--- src/rtl/t8sp_pkg.sv ---
package t8sp_pkg;
   // register byte offsets on the bus
   localparam logic [7:0] OPT_OFFS     = 8'h00;
   localparam logic [7:0] CNT_OFFS     = 8'h04;
   localparam logic [7:0] ICTL_OFFS    = 8'h08;
   localparam logic [7:0] STAT_OFFS    = 8'h0C;
   localparam logic [7:0] CLR_OFFS     = 8'h10;
   localparam logic [7:0] IEN_OFFS     = 8'h14;
   localparam logic [7:0] SYS_OFFS     = 8'h18;
   // option register layout
   localparam int         CSS_BIT      = 5;
   localparam int         SES_BIT      = 4;
   localparam int         PSA_BIT      = 3;
   localparam int         RATE_LSB     = 0;
   localparam int         RATE_W       = 3;
   localparam logic [7:0] OPT_RESET    = 8'hff;
   localparam logic [7:0] CNT_RESET    = 8'h00;
   localparam logic [7:0] ICTL_RESET   = 8'h00;
   // interrupt control layout
   localparam int         OVIE_BIT     = 5;
   localparam int         OVF_BIT      = 2;
   // status / enable / clear layout
   localparam int         EV_OVF       = 0;
   localparam int         EV_W         = 1;
   // system control register: sleep and clear-watchdog strobe
   localparam int         SLEEP_BIT    = 0;
   localparam int         CLEAR_WATCHDOG_INSTR_BIT   = 1;
   // instruction cycle = 4 system clocks (q1..q4)
   localparam int         QPH_W        = 2;
   localparam logic [1:0] Q2_PHASE     = 2'h1;
   localparam logic [1:0] Q4_PHASE     = 2'h3;
   localparam logic [1:0] INHIBIT_CYC  = 2'h2;
   localparam logic [1:0] HTRANS_NSEQ  = 2'h2;
   localparam logic [1:0] HSIZE_WORD   = 2'h2;
endpackage : t8sp_pkg

--- src/rtl/t8sp_timer.sv ---
`timescale 1ns/100ps
module t8sp_timer
   import t8sp_pkg::*;
#(
   parameter int PRE_W = 8
) (
   input  wire logic        hclk,
   input  wire logic        hresetn,
   input  wire logic        hsel,
   input  wire logic [31:0] haddr,
   input  wire logic [1:0]  htrans,
   input  wire logic        hwrite,
   input  wire logic [2:0]  hsize,
   input  wire logic [31:0] hwdata,
   input  wire logic        hready,
   output logic      [31:0] hrdata,
   output logic             hreadyout,
   output logic             hresp,
   input  wire logic        counter_input_pin,
   output logic             timer_irq,
   output logic             watchdog_tick,
   output logic             watchdog_clear
);
   // refuse sizes that the tap decoding and the single event bit cannot serve
   if (PRE_W != 8) begin : g_pre_w_check
      $error("prescaler must be 8 bits");
   end
   if (RATE_W != 3) begin : g_rate_w_check
      $error("rate field must be 3 bits");
   end
   if (EV_W != 1) begin : g_ev_w_check
      $error("one interrupt event expected");
   end

   logic [7:0]        opt_reg;
   logic [7:0]        cnt_reg;
   logic [7:0]        ictl_reg;
   logic [EV_W-1:0]   ien_reg;
   logic              sleep_reg;
   logic [PRE_W-1:0]  pre_reg;
   logic [QPH_W-1:0]  qph_reg;
   logic [1:0]        inhib_reg;
   logic              pin_s1_reg;
   logic              pin_s2_reg;
   logic              pin_q_reg;
   logic              pin_qd_reg;
   logic              ap_wr_reg;
   logic [7:0]        ap_addr_reg;
   logic              ap_valid_reg;

   logic              cyc_end;
   logic              src_event;
   logic              pre_timer;
   logic              pre_step;
   logic              tap;
   logic              tick;
   logic              cnt_step;
   logic              ovf_event;
   logic              irq_req;
   logic              cnt_wr;
   logic              opt_wr;
   logic              ictl_wr;
   logic              clr_wr;
   logic              wdt_clr;
   logic [7:0]        wsel;
   logic [RATE_W-1:0] rate;

   function automatic logic hit(input logic [7:0] a, input logic [7:0] offs);
      return a == offs;
   endfunction

   // an address phase that this slave takes at the coming edge
   function automatic logic ahb_take(input logic rdy, input logic sel, input logic [1:0] trn);
      return rdy && sel && trn == HTRANS_NSEQ;
   endfunction

   // ones in the lowest r bits of the prescaler; r may reach the full width
   function automatic logic [PRE_W-1:0] low_mask(input logic [RATE_W:0] r);
      logic [PRE_W:0] m;
      m = ({{PRE_W{1'b0}}, 1'b1} << r) - {{PRE_W{1'b0}}, 1'b1};
      return m[PRE_W-1:0];
   endfunction

   // ---------------- ahb-lite slave, zero wait states ----------------
   always_ff @(posedge hclk or negedge hresetn) begin
      if (!hresetn) begin
         ap_valid_reg <= 1'b0;
         ap_wr_reg    <= 1'b0;
         ap_addr_reg  <= 8'h00;
      end else if (hready) begin
         ap_valid_reg <= ahb_take(hready, hsel, htrans) && hsize[1:0] == HSIZE_WORD;
         ap_wr_reg    <= hwrite;
         ap_addr_reg  <= haddr[7:0];
      end
   end

   assign wsel    = (ap_valid_reg && ap_wr_reg) ? ap_addr_reg : 8'hff;
   assign cnt_wr  = hit(wsel, CNT_OFFS);
   assign opt_wr  = hit(wsel, OPT_OFFS);
   assign ictl_wr = hit(wsel, ICTL_OFFS);
   assign clr_wr  = hit(wsel, CLR_OFFS);
   assign wdt_clr = hit(wsel, SYS_OFFS) && hwdata[CLEAR_WATCHDOG_INSTR_BIT];

   // every transfer completes at once with an okay answer
   always_ff @(posedge hclk or negedge hresetn) begin
      if (!hresetn) begin
         hreadyout <= 1'b1;
      end else begin
         hreadyout <= 1'b1;
      end
   end

   always_ff @(posedge hclk or negedge hresetn) begin
      if (!hresetn) begin
         hresp <= 1'b0;
      end else begin
         hresp <= 1'b0;
      end
   end

   // read data registered in the address phase; unmapped reads zero
   always_ff @(posedge hclk or negedge hresetn) begin
      if (!hresetn) begin
         hrdata <= 32'h0000_0000;
      end else if (ahb_take(hready, hsel, htrans) && !hwrite) begin
         unique case (haddr[7:0])
            OPT_OFFS:  hrdata <= {24'h00_0000, opt_reg};
            CNT_OFFS:  hrdata <= {24'h00_0000, cnt_reg};
            ICTL_OFFS: hrdata <= {24'h00_0000, ictl_reg};
            STAT_OFFS: hrdata <= {31'h0000_0000, ictl_reg[OVF_BIT]};
            IEN_OFFS:  hrdata <= {31'h0000_0000, ien_reg};
            SYS_OFFS:  hrdata <= {31'h0000_0000, sleep_reg};
            default:   hrdata <= 32'h0000_0000;
         endcase
      end
   end

   // ---------------- control registers ----------------
   always_ff @(posedge hclk or negedge hresetn) begin
      if (!hresetn) begin
         opt_reg <= OPT_RESET;
      end else if (opt_wr) begin
         opt_reg <= hwdata[7:0];
      end
   end

   always_ff @(posedge hclk or negedge hresetn) begin
      if (!hresetn) begin
         ien_reg <= '0;
      end else if (hit(wsel, IEN_OFFS)) begin
         ien_reg <= hwdata[EV_W-1:0];
      end
   end

   // sleep freezes counting only; the bus stays live so software can leave it
   always_ff @(posedge hclk or negedge hresetn) begin
      if (!hresetn) begin
         sleep_reg <= 1'b0;
      end else if (hit(wsel, SYS_OFFS)) begin
         sleep_reg <= hwdata[SLEEP_BIT];
      end
   end

   // ---------------- instruction phase counter ----------------
   always_ff @(posedge hclk or negedge hresetn) begin
      if (!hresetn) begin
         qph_reg <= '0;
      end else begin
         qph_reg <= qph_reg + 2'h1;
      end
   end
   assign cyc_end = qph_reg == Q4_PHASE;

   // ---------------- external pin: sync then q2/q4 sample ----------------
   always_ff @(posedge hclk or negedge hresetn) begin
      if (!hresetn) begin
         pin_s1_reg <= 1'b0;
         pin_s2_reg <= 1'b0;
      end else begin
         pin_s1_reg <= counter_input_pin;
         pin_s2_reg <= pin_s1_reg;
      end
   end

   // the raw level is kept and the edge is chosen later, so that flipping the
   // edge select bit never looks like a pin edge; reset matches the idle low pin
   always_ff @(posedge hclk or negedge hresetn) begin
      if (!hresetn) begin
         pin_q_reg <= 1'b0;
      end else if (qph_reg == Q2_PHASE || qph_reg == Q4_PHASE) begin
         pin_q_reg <= pin_s2_reg;
      end
   end

   always_ff @(posedge hclk or negedge hresetn) begin
      if (!hresetn) begin
         pin_qd_reg <= 1'b0;
      end else begin
         pin_qd_reg <= pin_q_reg;
      end
   end

   // ---------------- source and shared prescaler ----------------
   assign pre_timer = !opt_reg[PSA_BIT];
   assign rate      = opt_reg[RATE_LSB +: RATE_W];

   // one event per counted edge; a level would advance on every clock while it lasts
   always_comb begin
      src_event = 1'b0;
      if (!opt_reg[CSS_BIT]) begin
         src_event = cyc_end;
      end else if (opt_reg[SES_BIT]) begin
         src_event = !pin_q_reg && pin_qd_reg;
      end else begin
         src_event = pin_q_reg && !pin_qd_reg;
      end
   end

   assign pre_step = !sleep_reg && (pre_timer ? src_event : cyc_end);

   always_ff @(posedge hclk or negedge hresetn) begin
      if (!hresetn) begin
         pre_reg <= '0;
      end else if ((cnt_wr && pre_timer) || (wdt_clr && !pre_timer)) begin
         pre_reg <= '0;
      end else if (pre_step) begin
         pre_reg <= pre_reg + 1'b1;
      end
   end

   // the selected bit rises when the step carries into it: lower bits all ones,
   // the bit itself clear; a rate change thus acts from the next event only
   assign tap = (pre_reg & low_mask({1'b0, rate} + {{RATE_W{1'b0}}, 1'b1})) ==
                low_mask({1'b0, rate});

   // with the prescaler given away the timer takes each source event directly
   always_comb begin
      if (pre_timer) begin
         tick = pre_step && tap;
      end else begin
         tick = src_event;
      end
   end
   assign cnt_step  = tick && !sleep_reg && inhib_reg == 2'h0;
   assign ovf_event = !cnt_wr && cnt_step && cnt_reg == 8'hff;

   // ---------------- watchdog link ----------------
   // code r divides the watchdog feed by 2**r, so code zero passes every cycle
   always_ff @(posedge hclk or negedge hresetn) begin
      if (!hresetn) begin
         watchdog_tick <= 1'b0;
      end else begin
         watchdog_tick <= pre_step && !pre_timer &&
                          (pre_reg & low_mask({1'b0, rate})) == low_mask({1'b0, rate});
      end
   end

   always_ff @(posedge hclk or negedge hresetn) begin
      if (!hresetn) begin
         watchdog_clear <= 1'b0;
      end else begin
         watchdog_clear <= wdt_clr;
      end
   end

   // ---------------- count register ----------------
   always_ff @(posedge hclk or negedge hresetn) begin
      if (!hresetn) begin
         inhib_reg <= 2'h0;
      end else if (cnt_wr) begin
         inhib_reg <= INHIBIT_CYC;
      end else if (cyc_end && inhib_reg != 2'h0) begin
         inhib_reg <= inhib_reg - 2'h1;
      end
   end

   always_ff @(posedge hclk or negedge hresetn) begin
      if (!hresetn) begin
         cnt_reg <= CNT_RESET;
      end else if (cnt_wr) begin
         cnt_reg <= hwdata[7:0];
      end else if (cnt_step) begin
         cnt_reg <= cnt_reg + 8'h01;
      end
   end

   // ---------------- interrupt control and flag ----------------
   always_ff @(posedge hclk or negedge hresetn) begin
      if (!hresetn) begin
         ictl_reg <= ICTL_RESET;
      end else begin
         if (ictl_wr) ictl_reg <= hwdata[7:0];
         if (clr_wr && hwdata[EV_OVF]) ictl_reg[OVF_BIT] <= 1'b0;
         // set wins over a same-cycle clear
         if (ovf_event) begin
            ictl_reg[OVF_BIT] <= 1'b1;
         end
      end
   end

   // both enables must be set; the flag itself stays visible regardless
   assign irq_req = ictl_reg[OVF_BIT] && ictl_reg[OVIE_BIT] && ien_reg[EV_OVF];

   always_ff @(posedge hclk or negedge hresetn) begin
      if (!hresetn) begin
         timer_irq <= 1'b0;
      end else begin
         timer_irq <= irq_req;
      end
   end
endmodule // t8sp_timer

--- config.mk ---
export PLATFORM = sky130hd
export DESIGN_NAME = t8sp_timer
export DESIGN_NICKNAME = d
export VERILOG_FILES = /design/src/rtl/t8sp_pkg.sv /design/src/rtl/t8sp_timer.sv
export SDC_FILE = /design/constraint.sdc
export NUM_CORES = 1
export LEC_CHECK = 0
export ABC_CLOCK_PERIOD_IN_PS = 4500
export BUFFER_PORTS_ARGS = -buffer_cell sky130_fd_sc_hd__buf_2
export CORE_MARGIN = 4
export CORE_UTILIZATION = 50
export CTS_BUF_LIST = sky130_fd_sc_hd__clkbuf_4
export DETAILED_ROUTE_END_ITERATION = 7
export GPL_TIMING_DRIVEN = 0
export PLACE_DENSITY = 0.89
export SLEW_MARGIN = 20
export SYNTH_ARGS = -nofsm -noshare
export SYNTH_HDL_FRONTEND = slang
export SYNTH_SLANG_ARGS = --single-unit
--- constraint.sdc ---
create_clock -name hclk -period 4.5 [get_ports hclk]
set_input_delay 1.35 -clock hclk [delete_from_list [all_inputs] [get_ports hclk]]
set_output_delay 1.35 -clock hclk [all_outputs]
set_load 0.01 [all_outputs]
# After elaboration in Yosys (flattened, before gate mapping)
# Index checks and enable logic that the tools add are counted.
dict set report totals {
  n_memories 0
  ramBits 0
  elab_cells 101
  output_inout_bits 37
  inputBits 75
  mem_bits_ro 0
  reg_bits 87
  latch_bits 0
}
dict set report op_classes {
  div_mod_pow 0
  shifts 2
  bitwise 2
  magnitude_cmp 0
  n_mul 0
  n_reduce_logical 38
  muxes 15
  addsub 7
  eq_ne 17
}
# cell n
set op_table {}
lappend op_table {{$pmux W8 S6} 1}
lappend op_table {{$eq A8 B5 Y1 const B} 5}
lappend op_table {{$mux W8} 5}
lappend op_table {{$eq A8 B4 Y1 const B} 3}
lappend op_table {{$logic_and A1 B1 Y1} 22}
lappend op_table {{$add A8 B1 Y8 const B} 2}
lappend op_table {{$and A8 B8 Y8} 2}
lappend op_table {{$eq A8 B3 Y1 const B} 2}
lappend op_table {{$eq A8 B8 Y1} 2}
lappend op_table {{$logic_not A8 Y1} 2}
lappend op_table {{$sub A8 B1 Y8 const B} 2}
lappend op_table {{$eq A8 B8 Y1 const B} 1}
lappend op_table {{$reduce_bool A2 Y1} 4}
lappend op_table {{$shl A1 B3 Y8 const A} 1}
lappend op_table {{$shl A1 B4 Y8 const A} 1}
lappend op_table {{$eq A2 B2 Y1 const B} 3}
lappend op_table {{$logic_not A1 Y1} 6}
lappend op_table {{$mux W1} 6}
lappend op_table {{$add A3 B1 Y4 const B} 1}
lappend op_table {{$mux W2} 2}
lappend op_table {{$mux W3} 1}
lappend op_table {{$reduce_bool A3 Y1} 1}
lappend op_table {{$add A2 B1 Y2 const B} 1}
lappend op_table {{$eq A2 B1 Y1 const B} 1}
lappend op_table {{other kinds (3)} 4}

# Logic depth before layout (Yosys ltp)
# Gate-level depths: netlist of the first run.
dict set report logic_depth {
  word_depth 13
  mapped_depth 17
  depth_no_buf 13
}

# Worst setup path after synthesis of the first run
# OpenSTA, ideal clock, no wires.
dict set report synth_timing {
  path_type {register to register}
  from {register opt_reg[1]}
  to {register cnt_reg[4]}
  setup_slack_ns 0.868
  synth_period_minus_slack_ns 3.632
  required_time_ns 4.376
  stages_incl_launch_ff 18
  arrival_ns 3.508
  setup_time_ns 0.124
  n_path_buf 4
  path_cell_list {dfstp_2 -> buf_4 -> and2_0 -> buf_2 -> ha_1 -> nor3b_1 -> inv_1 -> ha_1 -> buf_4 -> and2b_4 -> a222oi_1 -> a211o_2 -> mux2i_1 -> nor4bb_1 -> o31ai_2 -> buf_6 -> a31oi_1 -> o31a_1}
}
dict set report synth_via {
  elab_chain_cells 10
  word_cells_on_any_way 12
  classes_between {add/sub (3); eq/ne (1); shift (2); mux (1); bitwise (1); reduce/logical (4)}
}
# item line
set synth_lines {}
lappend synth_lines {{from (decl)} t8sp_timer.sv:35} ;# logic [7:0] opt_reg;
lappend synth_lines {{from (signal assigned)} t8sp_timer.sv:143} ;# opt_reg <= hwdata[7:0];
lappend synth_lines {{$add A3 B1 Y4} t8sp_timer.sv:233} ;# assign tap = (pre_reg & low_mask({1'b0, rate} + {{RATE_W{1'b0}}, 1'b1})) ==
lappend synth_lines {{$shl A1 B4 Y8} t8sp_timer.sv:80} ;# m = ({{PRE_W{1'b0}}, 1'b1} << r) - {{PRE_W{1'b0}}, 1'b1};
lappend synth_lines {{$sub A8 B1 Y8} t8sp_timer.sv:80}
lappend synth_lines {{$and A8 B8 Y8} t8sp_timer.sv:233}
lappend synth_lines {{$eq A8 B8 Y1 (*)} t8sp_timer.sv:233}
lappend synth_lines {{$logic_and A1 B1 Y1 (*)} t8sp_timer.sv:239} ;# tick = pre_step && tap;
lappend synth_lines {{$mux W1 (*)} t8sp_timer.sv:238} ;# if (pre_timer) begin
lappend synth_lines {{$logic_and A1 B1 Y1 (*) (2 in series)} t8sp_timer.sv:244} ;# assign cnt_step = tick && !sleep_reg && inhib_reg == 2'h0;
lappend synth_lines {{$reduce_bool A2 Y1 (no source line) (*)} --}
lappend synth_lines {{to (signal assigned)} t8sp_timer.sv:281} ;# cnt_reg <= hwdata[7:0];
lappend synth_lines {{to (signal assigned)} t8sp_timer.sv:283} ;# cnt_reg <= cnt_reg + 8'h01;
lappend synth_lines {{to (decl)} t8sp_timer.sv:36} ;# logic [7:0] cnt_reg;
# Mark *: on every way between the ends. The rest lies on a longest branch, timed or not.
# A chain may end at the register's enable or synchronous reset.

# Final worst setup path of the first run
dict set report layout_timing {
  from {register opt_reg[1]}
  to {register cnt_reg[3]}
}
# Same word-level chain as after synthesis.

==> results of run 1 <==
-- synthesized netlist by cell type (all sizes together) (7+ instances only) --
cell type  number  area share [%]
nand2b         11             1.7
dfrtp          55              34
xor2            7             1.5
o21ai          21             2.7
nor2b           8             1.2
inv            15             1.4
clkbuf          7            0.65
nand2          36             3.4
xnor2           9             2.0
buf            36             6.4
and3            8             1.2
nand3           8             1.1
nor2           24             2.2
dfstp           8             5.2
ha             10             3.1
mux2           29             8.3
mux2i          15             3.7
a22o            8             1.7
-- what timing repair did --
action,in CTS,in global routing
endpoints found under the hold margin,0,0
resized for setup,0,1
endpoints found under the setup margin,0,6
-- stage by stage --
stage | setup slack (ps) | instance area [sq um]
2_1_floorplan | 868 | 4110
3_3_place_gp | 343 | 4420
3_5_place_dp | 246 | 4420
4_1_cts | 190 | 4580
5_1_grt | 1.42 | 4590
6_report | 226 | 4590
-- final cells by class --
type / instances / area [sq um]
timing repair buffer: 36 / 183
antenna: 1 / 2.50
clock buffer: 9 / 67.6
tap: 102 / 128
sequential: 63 / 1590
buffer: 43 / 282
inverter: 15 / 56.3
fill: 653 / 3180
multi-input combinational: 312 / 2190
clock inverter: 7 / 96.3
-- per-layer routing --
| metal | vias to the layer above | track usage (%) | wire length, microns |
|---|---|---|---|
| met1 | 1606 | 26.5 | 3960 |
| met3 | 27 | 4.52 | 712 |
| li1 | 1568 | - | - |
| met5 | - | 0 | 0 |
| met4 | 0 | 7.03 | 229 |
| met2 | 144 | 32.2 | 4480 |
-- logic make-up after synthesis --
kind of cell	after synthesis	share of synthesized area, %
AND/OR/NAND/NOR	140	19.2
flip-flops	63	39.5
XOR/XNOR	16	3.49
adder cells (fa/ha/maj)	10	3.11
multiplexers	45	12.6
buffers and inverters	58	8.41
AO/OA/AOI/OAI	75	13.5
other	2	0.187
-- worst max-delay path, stage by stage, from the launching register on --
cell and delay, ps:
dfstp_2 530, buf_4 140, and2_0 120, buf_2 190, ha_1 230, nor3b_1 320, inv_1 100, ha_1 190
buf_4 160, and2b_4 180, a222oi_1 400, a211o_2 210, mux2i_1 220, nor4bb_2 100, o31ai_2 460, buf_6 230
a31oi_1 120, o31a_1 290
-- worst paths after layout --
kind,from,end,slack [ps],depth (start not counted)
hold / removal,pin_s1_reg,pin_s2_reg,370,0
setup / recovery,opt_reg[1],cnt_reg[3],230,17
min in group asynchronous,hresetn,pre_reg[6],1000,1
setup reg to reg,opt_reg[1],cnt_reg[3],230,17
hold reg to reg,pin_s1_reg,pin_s2_reg,370,0
max in group asynchronous,hresetn,hrdata[3],3000,1
-- cell usage in the layout, fill, tap and decap left out, types with 9 or more instances in the layout --
| master | instances |
|---|---|
| nand2b_1 | 11 |
| mux2i_1 | 15 |
| ha_1 | 10 |
| clkbuf_4 | 9 |
| nor2_1 | 24 |
| xnor2_1 | 9 |
| buf_4 | 29 |
| conb_1 | 26 |
| nand2_1 | 36 |
| inv_1 | 14 |
| buf_2 | 41 |
| mux2_2 | 27 |
| dfrtp_1 | 55 |
| o21ai_0 | 18 |
-- power by group --
part	switching, uW	internal [uW]
logic	229	197
clock network	224	226
registers	86.1	642
total	539	1060
==> results.toml, run 1 <==
[run_status]
outcome = "finished, final reports clean"

[logic_synthesis]
synth-async-reset-ratio_pct = 100
synth_flop_cell = "dfrtp_1"
ys_types = 72
ys_seq_elements = 63
syn_area_sq_um = 4020
seq_area_frac_synth_pct = 39.5
synth_edf_count = 0
synthCells = 409
yosys_warnings = 0
avgSynthCellArea_sq_um = 9.83

[finish]
drive_above_1_share_pct = 28.7
post-route-util_pct = 59.1
num-nets-final = 565
instances_no_fill = 588
syn_to_final_growth_pct = 14.3

[place]
place_inst = 571
buffer_ports.inserted = 36
gp_routability_congestion = 0.892
hpwlAfterDp_microns = 6870

[timing]
hold_viol = 0
rsz0062_at_grt = "false"
fin_worst_skew_ps = 15.4
hold_ws_ps = 373
min_period_ps = 4270
finalSetupViolations = 0
tightest_slew_ps = 964
relSlewSlack_pct = 35.1
drv_slew = 0
max_freq_mhz = 234
post-route-period-util_pct = 95.0
fin_tns_setup_ps = 0

[route]
finalWirelength_microns = 9380
dr.pass1.iters = 5
viasPerCell = 5.69
dr.first_iter.drc_count = 186
ant_nets = 0
vias = 3345
drc = 0
routedWlPerCell_microns = 16.0

[run]
drv_cap = 0

[cts]
cts_sinks = 63
htreeDepth = 3
cts_buffers = 9
path_clk_slew_ps = 120
insertion_delay_ps = 430
cts_setup_buffers = 0
ctsHoldBuffers = 0
clockBufferDepth = 2
cts_tree = "yes"
cts_root_buffer = "clkbuf_4"

[floorplanning]
die_w_microns = 97.7
start_util_pct = 51.7
die-area_sq_um = 9540
row_count = 32
core_area_sq_um = 7770
pin_count = 112
die_y_microns = 97.7

[setup_path]
critPathRequiredTime_ps = 4830
startpoint_type = "flip-flop"
path_max_fanout = 10
crit_path_end_kind = "flip-flop"
critPathKind = "reg -> reg"
arrival_ps = 4600

[grt]
antenna_found_initial = 1
grt_pass1_vias = 3239
grt_pass1_wl_microns = 15700
grt-ovfl-total = 0
grt_start_max_net_pins = 64
grt.total_usage_pct = 20.0

[hold_path]
min-delay-path-class = "reg -> reg"

[power]
vdd_drop_max_mv = 0.213
p_leak_uw = 0.00212
pwr_density_cell_nw_per_um2 = 349
finalPower_uw = 1600
Power figures use the tool's default switching activity.
==> run 2, diff against run 1 <==
--- a/config.mk
+++ b/config.mk
@@ -12,6 +12,7 @@
 export CTS_BUF_LIST = sky130_fd_sc_hd__clkbuf_4
 export DETAILED_ROUTE_END_ITERATION = 7
 export GPL_TIMING_DRIVEN = 0
+export MAX_ROUTING_LAYER = met4
 export PLACE_DENSITY = 0.89
 export SLEW_MARGIN = 20
 export SYNTH_ARGS = -nofsm -noshare
==> run 2 against run 1 <==
Against the previous run:
- combinational power about the same
- worst setup slack improved by 58 ps
- cell area increased by 0.44%
- clock power increased by 4.7%
- largest power group unchanged
==> results.toml, run 2 (same netlist as run 1, synthesis figures left out) <==
[run_status]
outcome = "finished, final reports clean"

[cts]
insertion_delay_ps = 440
path_clk_slew_ps = 120
clockBufferDepth = 2
htreeDepth = 3
cts_sinks = 63
cts_buffers = 9
cts_tree = "yes"
ctsHoldBuffers = 0
cts_root_buffer = "clkbuf_4"

[timing]
min_period_ps = 4220
drv_slew = 0
max_freq_mhz = 237
finalSetupViolations = 0
hold_viol = 0
fin_worst_skew_ps = 27.2
fin_tns_setup_ps = 0
tightest_slew_ps = 983
rsz0062_at_grt = "false"
post-route-period-util_pct = 93.7
relSlewSlack_pct = 33.9

[setup_path]
startpoint_type = "flip-flop"
ff2ff_path_depth = 16
slowest_stage = "dfstp_2"
critPathRequiredTime_ps = 4820
timing.rr.end = "cnt_reg[6]"
r2r_setup_slack_ps = 280
r2r-start = "opt_reg[1]"
crit_path_end_kind = "flip-flop"
path_cells = "buf_4 > and2_0 > buf_2 > ha_1 > nand2_1 > ha_1 > buf_4 > and2b_4 > a222oi_1 > a211o_2 > mux2i_1 > nor4bb_2 > o31ai_2 > buf_6 > a31oi_1 > o31a_1"
arrival_ps = 4540
crit_path_max_incr_delay_ps = 530
path_max_fanout = 10
critPathKind = "reg -> reg"

[route]
routedWlPerCell_microns = 15.5
dr.pass1.iters = 5
viasPerCell = 5.79
vias = 3403
finalWirelength_microns = 9120
drc = 0
dr.first_iter.drc_count = 286
ant_nets = 0

[finish]
insertedDiodeCount = 0
nFillCells = 636
final_common_cell = "dfrtp_1"
layout_common_cells = "55 x dfrtp_1, 41 x buf_2, 36 x nand2_1, 31 x buf_4, 27 x mux2_2"
post-route-util_pct = 59.4
multi_input_area_sq_um = 2200
instances_no_fill = 588
ff_latch_area_sq_um = 1590
syn_to_final_growth_pct = 14.8
num-nets-final = 566
drive_above_1_share_pct = 29.4

[floorplanning]
pin_count = 112
die-area_sq_um = 9540
start_util_pct = 51.7
die_y_microns = 97.7
row_count = 32
die_w_microns = 97.7
core_area_sq_um = 7770

[grt]
grt_pass1_wl_microns = 15400
grt.total_usage_pct = 20.2
antenna_found_initial = 0
grt_start_max_net_pins = 64
grt-ovfl-total = 0
grt_pass1_vias = 3209

[power]
p_seq_share_pct = 44.9
power_frac_comb_pct = 26.2
vdd_drop_max_mv = 0.162
switching_share_pct = 33.9
pwr_density_cell_nw_per_um2 = 353
clockPowerShare_pct = 28.9
internal-power_uw = 1070
p_leak_uw = 0.00214
p_switching_uw = 552

[hold_path]
hold_path_startpoint = "pin_s1_reg"
min-delay-path-class = "reg -> reg"
min_path_cells = 0
holdPathEnd = "pin_s2_reg"

[place]
place_inst = 571
hpwlAfterDp_microns = 6660
buffer_ports.inserted = 36
gp_routability_congestion = 0.896

[run]
drv_cap = 0
run 2: changes by cell type in the layout (fill, tap and decap cells not counted), sizes merged:
cell and change:
clkbuf -1, clkinv -1, clkinvlp -1, diode -1
buf +2, inv +2
run 2: final cells by class:
type / count / area share, %
tap: 102 / 2.77
sequential: 63 / 34.4
buffer: 42 / 6.02
clock buffer: 9 / 1.47
inverter: 15 / 1.22
multi-input combinational: 312 / 47.6
clock inverter: 7 / 2.22
timing repair buffer: 38 / 4.29
run 2: per-layer routing:
layer	vias up	global-route usage, %	routed length (microns)
met3	25	3.95	705
met1	1645	26.3	3900
met4	0	7.14	199
met5	-	-	0
li1	1567	-	-
met2	166	31.6	4320
run 2: per-stage QoR:
step | hold WS (ps) | cell area, sq um | setup slack, ps | power (uW)
detailed placement | 336 | 4420 | 198 | 1150
CTS | 362 | 4590 | 142 | 1620
finish | 358 | 4610 | 283 | 1630
global placement | 333 | 4420 | 365 | 1120
floorplan | 331 | 4110 | 868 | 1030
global route | 370 | 4610 | 39.8 | 1710
run 2: repair_timing:
item                       in CTS  in global routing
gates resized for setup         0                  2
buffers inserted                0                  2
setup endpoints to repair       0                  9
run 2: worst max-delay path, delay by kind of cell, from the launching register on:
family | cells | cell delay, ps
adder cells (fa/ha/maj) | 2 | 610
flip-flops | 1 | 530
buffers and inverters | 4 | 730
AO/OA/AOI/OAI | 5 | 1480
multiplexers | 1 | 270
AND/OR/NAND/NOR | 4 | 500
run 2: worst max-delay path by stage:
stage	startpoint	endpoint	slack, ps	depth (start not counted)
floorplan	opt_reg[1]	cnt_reg[4]	870	17
global placement	opt_reg[1]	cnt_reg[6]	370	17
detailed placement	opt_reg[1]	cnt_reg[4]	200	17
CTS	opt_reg[1]	cnt_reg[6]	140	17
global route	opt_reg[1]	cnt_reg[3]	40	17
finish	opt_reg[1]	cnt_reg[6]	280	16
run 2: power by group through the flow:
| stage | sequential, uW | clock (uW) | combinational [uW] |
|---|---|---|---|
| after floorplan | 710 | 0 | 319 |
| after global placement | 729 | 0 | 391 |
| after detailed placement | 736 | 0 | 413 |
| after CTS | 726 | 476 | 418 |
| after global routing | 741 | 497 | 474 |
| final | 730 | 470 | 426 |
